===== src/verilog/wdnmi_pkg.sv =====
// Summary of operation
// - counter advances on 256 Hz oscillator-derived tick
// - 10-bit counter; top stage overflow requests NMI
// - uncleared for 3-4 seconds raises NMI
// - enable bit resets to one, counting starts
// - counts during halt; NMI releases halt
// - NMI ignores interrupt enable flag
// - NMI held off during CPU mask state
// - NMI vectors to program address 0100H
// - enable bit D1 reads back, gates counting
// - writing one to D0 clears counter
// - clear bit always reads zero
// - bits D3 and D2 read zero
`default_nettype none
package wdnmi_pkg;
  localparam logic [15:0] WDNMI_CTRL_ADDR = 16'hff07;
  localparam int WDNMI_EN_POS = 1;
  localparam int WDNMI_CLR_POS = 0;
  localparam logic WDNMI_EN_RESET = 1'b1;
  localparam logic [15:0] WDNMI_NMI_VECTOR = 16'h0100;
  localparam int WDNMI_OSC_HZ = 32768;
  localparam int WDNMI_TICK_HZ = 256;
  localparam int WDNMI_OSC_DIV = WDNMI_OSC_HZ / WDNMI_TICK_HZ;
  localparam int WDNMI_CNT_WIDTH = 10;
  localparam int WDNMI_DATA_WIDTH = 4;
endpackage
`default_nettype wire


===== src/verilog/wdnmi_timer.sv =====
`timescale 1ns/1ps
`default_nettype none
module wdnmi_timer
  import wdnmi_pkg::*;
#(
  parameter int OSC_DIV = WDNMI_OSC_DIV,
  parameter int CNT_WIDTH = WDNMI_CNT_WIDTH
) (
  // clock and reset
  input wire logic mclk_in,
  input wire logic rst_in,
  // low-speed oscillator pin
  input wire logic low_speed_oscillator_in,
  // i/o memory port
  input wire logic [15:0] io_addr_in,
  input wire logic [WDNMI_DATA_WIDTH-1:0] io_wdata_in,
  input wire logic io_wr_in,
  input wire logic io_rd_in,
  output logic [WDNMI_DATA_WIDTH-1:0] io_rdata_out,
  // cpu core side
  input wire logic cpu_mask_state_in,
  input wire logic cpu_halt_in,
  input wire logic nmi_ack_in,
  output logic nmi_req_out,
  output logic [15:0] nmi_vector_out,
  output logic halt_wake_out
);
  localparam int DIV_W = (OSC_DIV > 1) ? $clog2(OSC_DIV) : 1;
  localparam logic [DIV_W-1:0] DIV_LAST = DIV_W'(OSC_DIV - 1);
  localparam logic [CNT_WIDTH-1:0] CNT_LAST = '1;

  // refuse sizes the divider and counter cannot serve
  if (OSC_DIV < 2) begin : g_bad_div
    $error("OSC_DIV must be at least 2");
  end
  if (CNT_WIDTH < 2) begin : g_bad_cnt
    $error("CNT_WIDTH must be at least 2");
  end

  typedef struct packed {
    logic osc_s1;
    logic osc_s2;
    logic osc_prev;
    logic [DIV_W-1:0] div;
    logic [CNT_WIDTH-1:0] count;
    logic enable;
    logic pending;
    logic [WDNMI_DATA_WIDTH-1:0] rdata;
    logic [15:0] vector;
  } wdnmi_state_type;

  wdnmi_state_type state;
  wdnmi_state_type next_state;
  logic ctrl_sel;
  logic clear_wr;
  logic tick;
  logic overflow;

  // decode and tick generation from the synchronised oscillator edge
  // full address decode, so no alias of the control register answers
  assign ctrl_sel = (io_addr_in == WDNMI_CTRL_ADDR);
  assign clear_wr = ctrl_sel & io_wr_in & io_wdata_in[WDNMI_CLR_POS];
  assign tick = (state.osc_s2 & ~state.osc_prev) & (state.div == DIV_LAST);
  assign overflow = tick & state.enable & ~clear_wr & (state.count == CNT_LAST);

  always_comb begin
    next_state = state;
    // two flops before the edge detector; s1 feeds only s2
    next_state.osc_s1 = low_speed_oscillator_in;
    next_state.osc_s2 = state.osc_s1;
    next_state.osc_prev = state.osc_s2;
    if (state.osc_s2 & ~state.osc_prev) begin
      next_state.div = (state.div == DIV_LAST) ? '0 : DIV_W'(state.div + 1'b1);
    end
    // enable bit write
    if (ctrl_sel & io_wr_in) begin
      next_state.enable = io_wdata_in[WDNMI_EN_POS];
    end
    // clear beats the tick so counting restarts from zero; halt does not stop it
    if (clear_wr) begin
      next_state.count = '0;
    end else if (tick & state.enable) begin
      next_state.count = CNT_WIDTH'(state.count + 1'b1);
    end
    // disabled counter holds its value unless a clear write zeroes it
    // request flag: a new overflow wins over the acknowledge
    if (overflow) begin
      next_state.pending = 1'b1;
    end else if (nmi_ack_in & nmi_req_out) begin
      next_state.pending = 1'b0;
    end
    // read data: clear bit and upper bits always zero
    next_state.rdata = '0;
    if (ctrl_sel & io_rd_in) begin
      next_state.rdata[WDNMI_EN_POS] = state.enable;
    end
    // vector kept in a flop so the core sees a settled word
    next_state.vector = WDNMI_NMI_VECTOR;
    if (rst_in) begin
      next_state = '0;
      next_state.enable = WDNMI_EN_RESET;
    end
  end

  always_ff @(posedge mclk_in) begin
    state <= next_state;
  end

  // no interrupt enable flag gates this; only the cpu mask state holds it off
  assign nmi_req_out = state.pending & ~cpu_mask_state_in;
  assign halt_wake_out = nmi_req_out & cpu_halt_in;
  assign io_rdata_out = state.rdata;
  assign nmi_vector_out = state.vector;

  // checks
  property p_en_reset;
    @(posedge mclk_in) $past(rst_in) && !rst_in |-> state.enable && state.count == '0;
  endproperty
  a_en_reset: assert property (p_en_reset) else $error("enable not set after reset");

  property p_rd_bits;
    @(posedge mclk_in) disable iff (rst_in)
      ctrl_sel && io_rd_in |=> io_rdata_out == {2'b00, $past(state.enable), 1'b0};
  endproperty
  a_rd_bits: assert property (p_rd_bits) else $error("control read data wrong");

  property p_clear;
    @(posedge mclk_in) disable iff (rst_in) clear_wr |=> state.count == '0 && !$past(overflow);
  endproperty
  a_clear: assert property (p_clear) else $error("clear write did not zero counter");

  property p_freeze;
    @(posedge mclk_in) disable iff (rst_in) !state.enable && !clear_wr |=> $stable(state.count);
  endproperty
  a_freeze: assert property (p_freeze) else $error("disabled counter moved");

  property p_advance;
    @(posedge mclk_in) disable iff (rst_in)
      tick && state.enable && !clear_wr |=> state.count == CNT_WIDTH'($past(state.count) + 1'b1);
  endproperty
  a_advance: assert property (p_advance) else $error("counter did not advance on tick");

  property p_overflow;
    @(posedge mclk_in) disable iff (rst_in) overflow |=> state.pending && state.count == '0;
  endproperty
  a_overflow: assert property (p_overflow) else $error("overflow lost");

  property p_mask;
    @(posedge mclk_in) disable iff (rst_in)
      state.pending && cpu_mask_state_in |-> !nmi_req_out ##1 state.pending;
  endproperty
  a_mask: assert property (p_mask) else $error("request passed during mask state");

  property p_deliver;
    @(posedge mclk_in) disable iff (rst_in)
      $rose(state.pending) && !cpu_mask_state_in |-> nmi_req_out && nmi_vector_out == WDNMI_NMI_VECTOR;
  endproperty
  a_deliver: assert property (p_deliver) else $error("request or vector wrong");

  property p_wake;
    @(posedge mclk_in) disable iff (rst_in) nmi_req_out && cpu_halt_in |-> halt_wake_out;
  endproperty
  a_wake: assert property (p_wake) else $error("halt not released");

  property p_hold;
    @(posedge mclk_in) disable iff (rst_in) state.pending && !nmi_ack_in |=> state.pending;
  endproperty
  a_hold: assert property (p_hold) else $error("request dropped before acknowledge");

  // counter moves only on a tick or a clear write
  property p_only_tick;
    @(posedge mclk_in) disable iff (rst_in) !tick && !clear_wr |=> $stable(state.count);
  endproperty
  a_only_tick: assert property (p_only_tick) else $error("counter moved without a tick");

  property p_halt_count;
    @(posedge mclk_in) disable iff (rst_in)
      cpu_halt_in && tick && state.enable && !clear_wr |=> state.count != $past(state.count);
  endproperty
  a_halt_count: assert property (p_halt_count) else $error("counter stalled during halt");

  // register port behaviour
  property p_en_write;
    @(posedge mclk_in) disable iff (rst_in)
      ctrl_sel && io_wr_in |=> state.enable == $past(io_wdata_in[WDNMI_EN_POS]);
  endproperty
  a_en_write: assert property (p_en_write) else $error("enable bit write lost");

  property p_rd_idle;
    @(posedge mclk_in) disable iff (rst_in) !(ctrl_sel && io_rd_in) |=> io_rdata_out == '0;
  endproperty
  a_rd_idle: assert property (p_rd_idle) else $error("read data not zero when idle");

  // request path
  property p_no_new_req;
    @(posedge mclk_in) disable iff (rst_in) !state.enable && !state.pending |=> !state.pending;
  endproperty
  a_no_new_req: assert property (p_no_new_req) else $error("request raised while disabled");

  property p_ack_clear;
    @(posedge mclk_in) disable iff (rst_in) nmi_req_out && nmi_ack_in && !overflow |=> !state.pending;
  endproperty
  a_ack_clear: assert property (p_ack_clear) else $error("acknowledged request not cleared");

  property p_one_overflow;
    @(posedge mclk_in) disable iff (rst_in) overflow |=> !overflow;
  endproperty
  a_one_overflow: assert property (p_one_overflow) else $error("overflow lasted two cycles");

  property p_vector;
    @(posedge mclk_in) disable iff (rst_in) !rst_in |=> nmi_vector_out == WDNMI_NMI_VECTOR;
  endproperty
  a_vector: assert property (p_vector) else $error("vector not held");

  // reset returns the block to counting from zero
  property p_reset_state;
    @(posedge mclk_in) rst_in |=> state.enable && state.count == '0 && !state.pending;
  endproperty
  a_reset_state: assert property (p_reset_state) else $error("reset state wrong");
endmodule
`default_nettype wire


===== config.mk =====
export PLATFORM = sky130hd
export DESIGN_NAME = wdnmi_timer
export DESIGN_NICKNAME = d
export VERILOG_FILES = /design/src/verilog/wdnmi_pkg.sv /design/src/verilog/wdnmi_timer.sv
export SDC_FILE = /design/constraint.sdc
export NUM_CORES = 1
export LEC_CHECK = 0
export BUFFER_PORTS_ARGS = -buffer_cell sky130_fd_sc_hd__clkbuf_2
export CORE_MARGIN = 10
export CORE_UTILIZATION = 35
export DETAILED_ROUTE_END_ITERATION = 10
export SLEW_MARGIN = 40
export SYNTH_ARGS = -nofsm -noshare
export SYNTH_HDL_FRONTEND = slang
export SYNTH_SLANG_ARGS = --single-unit

===== constraint.sdc =====
create_clock -name mclk_in -period 2.05 [get_ports mclk_in]
set_input_delay 0.205 -clock mclk_in [delete_from_list [all_inputs] [get_ports mclk_in]]
set_output_delay 0.205 -clock mclk_in [all_outputs]
set_load 0.05 [all_outputs]

=== Yosys cells after proc, flatten, opt, wreduce, memory -nomap -nowiden ===
Cells that the tools add are included.

* Output and inout bits: 22
* Input bits: 28
* Register bits after elaboration: 42

* Reduce and logical (&&, ||, !) cells: 3
* Equal/unequal tests: 3
* Add/subtract/negate cells: 2
* Mux-type cells: 4
* Bitwise gates (word level): 15

{| class="wikitable"
|+ Operator list
! cell !! number
|-
| $eq 16x16->1 const B || 1
|-
| $and 1x1->1 || 11
|-
| $add 10x1->10 const B || 1
|-
| $eq 10x10->1 const B || 1
|-
| $mux 9 || 1
|-
| $add 7x1->7 const B || 1
|-
| $eq 7x7->1 const B || 1
|-
| $mux 7 || 1
|-
| $not 1->1 || 4
|-
| $reduce_or 2->1 || 2
|-
| $mux 1 || 2
|-
| $reduce_bool 2->1 || 1
|}

=== Logic depth before layout (Yosys ltp) ===
* Depth in word-level cells: 7
* Mapped depth: 6
* Depth with buffers taken out: 5

=== Worst setup path before layout ===
OpenSTA, ideal clock, no wires.

* Path type: register to output
* From: register state[20] in the netlist's numbering
* To: output port halt_wake_out
* Data arrival time: 1583 ps
* Path buffers: 0
* Cell stages (with the launch flop): 3
* Slack: 262 ps
* Cell sequence: dfxtp_1 -> nor2b_1 -> and2_1

* Longest elaborated chain between the ends: 2

{| class="wikitable"
|+ Ends and longest elaborated chain
! element !! RTL line !! text
|-
| start, declared || wdnmi_timer.sv:52 || <nowiki>wdnmi_state_type state;</nowiki>
|-
| start signal, assigned || wdnmi_timer.sv:106 || <nowiki>state <= next_state;</nowiki>
|-
| $and 1x1->1 || wdnmi_timer.sv:110 || <nowiki>assign nmi_req_out = state.pending & ~cpu_mask_state_in;</nowiki>
|-
| net nmi_req_out || wdnmi_timer.sv:24 || <nowiki>output logic nmi_req_out,</nowiki>
|-
| $and 1x1->1 || wdnmi_timer.sv:111 || <nowiki>assign halt_wake_out = nmi_req_out & cpu_halt_in;</nowiki>
|-
| end, declared || wdnmi_timer.sv:26 || <nowiki>output logic halt_wake_out</nowiki>
|}

The timed path passes the listed nets, and every way through them passes these cells.

=== Worst setup path in the final report ===
* From: register state[32] in the netlist's numbering
* To: register state[30] in the netlist's numbering

* Longest elaborated chain between the ends: 3

{| class="wikitable"
|+ Ends and longest elaborated chain
! element !! RTL line !! text
|-
| $eq 7x7->1 || wdnmi_timer.sv:63 || <nowiki>assign tick = (state.osc_s2 & ~state.osc_prev) & (state.div == DIV_LAST);</nowiki>
|-
| $and 1x1->1 || wdnmi_timer.sv:63 ||
|-
| $and 1x1->1 || wdnmi_timer.sv:82 || <nowiki>end else if (tick & state.enable) begin</nowiki>
|}

Every way passes these cells.
A chain may end at the register's enable or synchronous reset.

==> summary.txt <==
run status: complete, no violations
CP Capture Type: flop
Power Density: 684.0 nW/um2
Port-buffer cells: 29
largest net degree at the start of global routing: 15
CTS tree: yes
library cells used by synthesis: 36
Via density: 4.685
mapped cell area: 1287 um2
initial antenna violation count: 0
RSZ-0062 raised after global routing: false
first-pass GRT wire length: 4.312 mm
GRT met3 Usage: 3.341%
final worst path period need: 1.734 ns
most used flip-flop cell after synthesis: dfxtp_1
Ys Warns: 0
die width: 80.65 um
hpwl dp: 2.186 mm
core footprint: 3442 um2
max_cap viols: 0
final wirelength: 2.681 mm
dominant cell type by area after synthesis: dfxtp_1
# hold bufs at CTS: 0
clk sinks: 24
Sw Ratio: 25.09%
clock share of power: 41.0%
router iterations before antenna repair: 3
post-CTS resize count: 0
arrival time worst endpoint: 1.94 ns
Post-synth EDFFs: 0
Post-CTS Setup Bufs: 0
Peak VDD IR: 0.3895 mV
Via Count: 1040
Tcrit/Tclk final: 84.59%
final setup fails: 0
Final Cell Area: 1483 um2
Post-route DRC: 0
layout overhead on the synthesized area: 15.16%
most common cell in the netlist: dfxtp_1
grt total ovfl: 0
DR WL/cell: 12.08 um
die area: 6504 um2
most frequent cells after synthesis: 24 x dfxtp_1, 20 x buf_4, 12 x nand4_1
ys async rst share: 0%
Initial Util: 37.40%
Clock transition at path regs: 0.09 ns
Root Driver: clkbuf_8
area of the multi-input gates: 675.6 um2
setup TNS: 0 ns
IO Pins: 50
critical path launch point type: flop
CTS Buffer Depth: 2
cts bufs inserted: 3
FP Rows: 21
DP Area: 1411 um2
GRT met1 Usage: 9.247%
diode count: 0
Synth area leaders: dfxtp_1 37%, buf_4 12%, nand4_1 5.8%, xor2_1 4.1%, a21oi_1 2.7%
post-synthesis sequential area ratio: 37.32%
Setup CP Type: flop to flop
register bit total from synthesis: 24
Fin. Hold Viols: 0
cells after synthesis: 147
Switching Power: 0.0002544 W
Die Ht: 80.65 um
Critical Path RT: 2.25 ns
vias in the first global route: 1017
Routed Antenna Nets: 0
clk_lat worst skew: 0.27 ns
H-tree levels: 1
nets: 207
Max FO, Critical Path: 6
LEAKAGE: 0.6154 nW
met2 GRT Util: 12.42%
Max Clk Rate: 0.5767 GHz
top-area cell type share of the netlist area: 37.32%
share of layout cells above drive strength 1: 24.43%
GRT Total Usage: 8.100%
Slew Viols, Final: 0
routability cong.: 0.7979
fillers: 359
total internal power: 0.0007597 W
global route hottest layer: met2
register share of total power: 46.7%
Hold/Removal Path Class: input pin to flop
Initial DRC Count: 73
synthesized area per cell: 8.758 um2
Register Area: 480.5 um2
Gate power share: 12.4%
Worst Clk Skew: 0.002971 ns
==> cells in the final DEF (no fill, tap or decap), types with 6 or more instances in the layout <==
cell / netlist / layout
a21oi_1: 7 / 7
buf_4: 20 / 6
clkbuf_2: 2 / 29
conb_1: 1 / 18
dfxtp_1: 24 / 24
nand2_1: 7 / 7
nand3_1: 7 / 7
nand4_1: 12 / 12
nor2_1: 7 / 7
xor2_1: 6 / 6
==> worst paths after layout <==
check / startpoint / depth (start not counted) / slack (ns) / end
worst max-delay path: state[32] / 5 / 0.32 / state[30]
worst min-delay path: io_rd_in / 3 / 0.14 / io_rdata_out[1]
worst max register to register: state[32] / 5 / 0.32 / state[30]
worst min register to register: state[41] / 1 / 0.44 / state[40]
==> logic make-up after synthesis <==
| group | after synthesis | synth area share (%) |
|---|---|---|
| multiplexers | 1 | 0.7775 |
| XOR/XNOR | 8 | 5.442 |
| adder cells (fa/ha/maj) | 2 | 1.943 |
| buffers and inverters | 29 | 15.16 |
| AO/OA/AOI/OAI | 19 | 8.941 |
| other | 1 | 0.2913 |
| AND/OR/NAND/NOR | 63 | 30.13 |
| flip-flops | 24 | 37.32 |
==> final cells by class <==
type | instances | share of cell area (%)
Clock buffer | 3 | 2.785
Clock inverter | 1 | 2.025
Inverter | 2 | 0.5063
Multi-Input combinational cell | 111 | 45.57
Sequential cell | 24 | 32.41
Tap cell | 46 | 3.882
Timing Repair Buffer | 35 | 12.83
==> per-stage QoR <==
| stage | instances | worst slack (ns) | hold slack (ns) | utilization (%) | power (W) |
|---|---|---|---|---|---|
| 2_1_floorplan | 164 | 0.2618 | 0.2766 | - | 0.0006083 |
| 3_3_place_gp | 218 | 0.2197 | 0.4226 | 41.00 | 0.0006074 |
| 3_5_place_dp | 218 | 0.2013 | 0.4259 | 41.00 | 0.0006087 |
| 4_1_cts | 222 | 0.3059 | 0.1341 | 43.08 | 0.001023 |
| 5_1_grt | 222 | 0.1672 | 0.1508 | 43.08 | 0.001047 |
| 6_report | 222 | 0.3159 | 0.1372 | 43.08 | 0.001014 |
==> registers in the layout, summed over array words and instances (netlist names) <==
name and flops:
io_rdata_out 1, nmi_vector_out 1, state 22
==> critical path: stages (launching register included) <==
cell,delay [ns]
dfxtp_1,0.39
ha_1,0.18
and4_1,0.22
nand3_1,0.19
or4_1,0.54
a21oi_1,0.15
==> per-layer routing <==
layer	part of all wire, %	routed length [um]	vias up
li1	-	-	543
met1	45	1203	449
met2	40	1071	44
met3	13	339	4
met4	2.4	65	0
met5	0	0	-
==> power groups by stage <==
stage / clock network (W) / logic [W] / registers, W
5_1_grt: 0.000440 / 0.000133 / 0.000474
3_5_place_dp: 0 / 0.000124 / 0.000484
3_3_place_gp: 0 / 0.000123 / 0.000484
2_1_floorplan: 0 / 0.000125 / 0.000484
6_report: 0.000415 / 0.000126 / 0.000473
4_1_cts: 0.000425 / 0.000125 / 0.000473
Note: power is estimated with default switching activity, not from simulation.
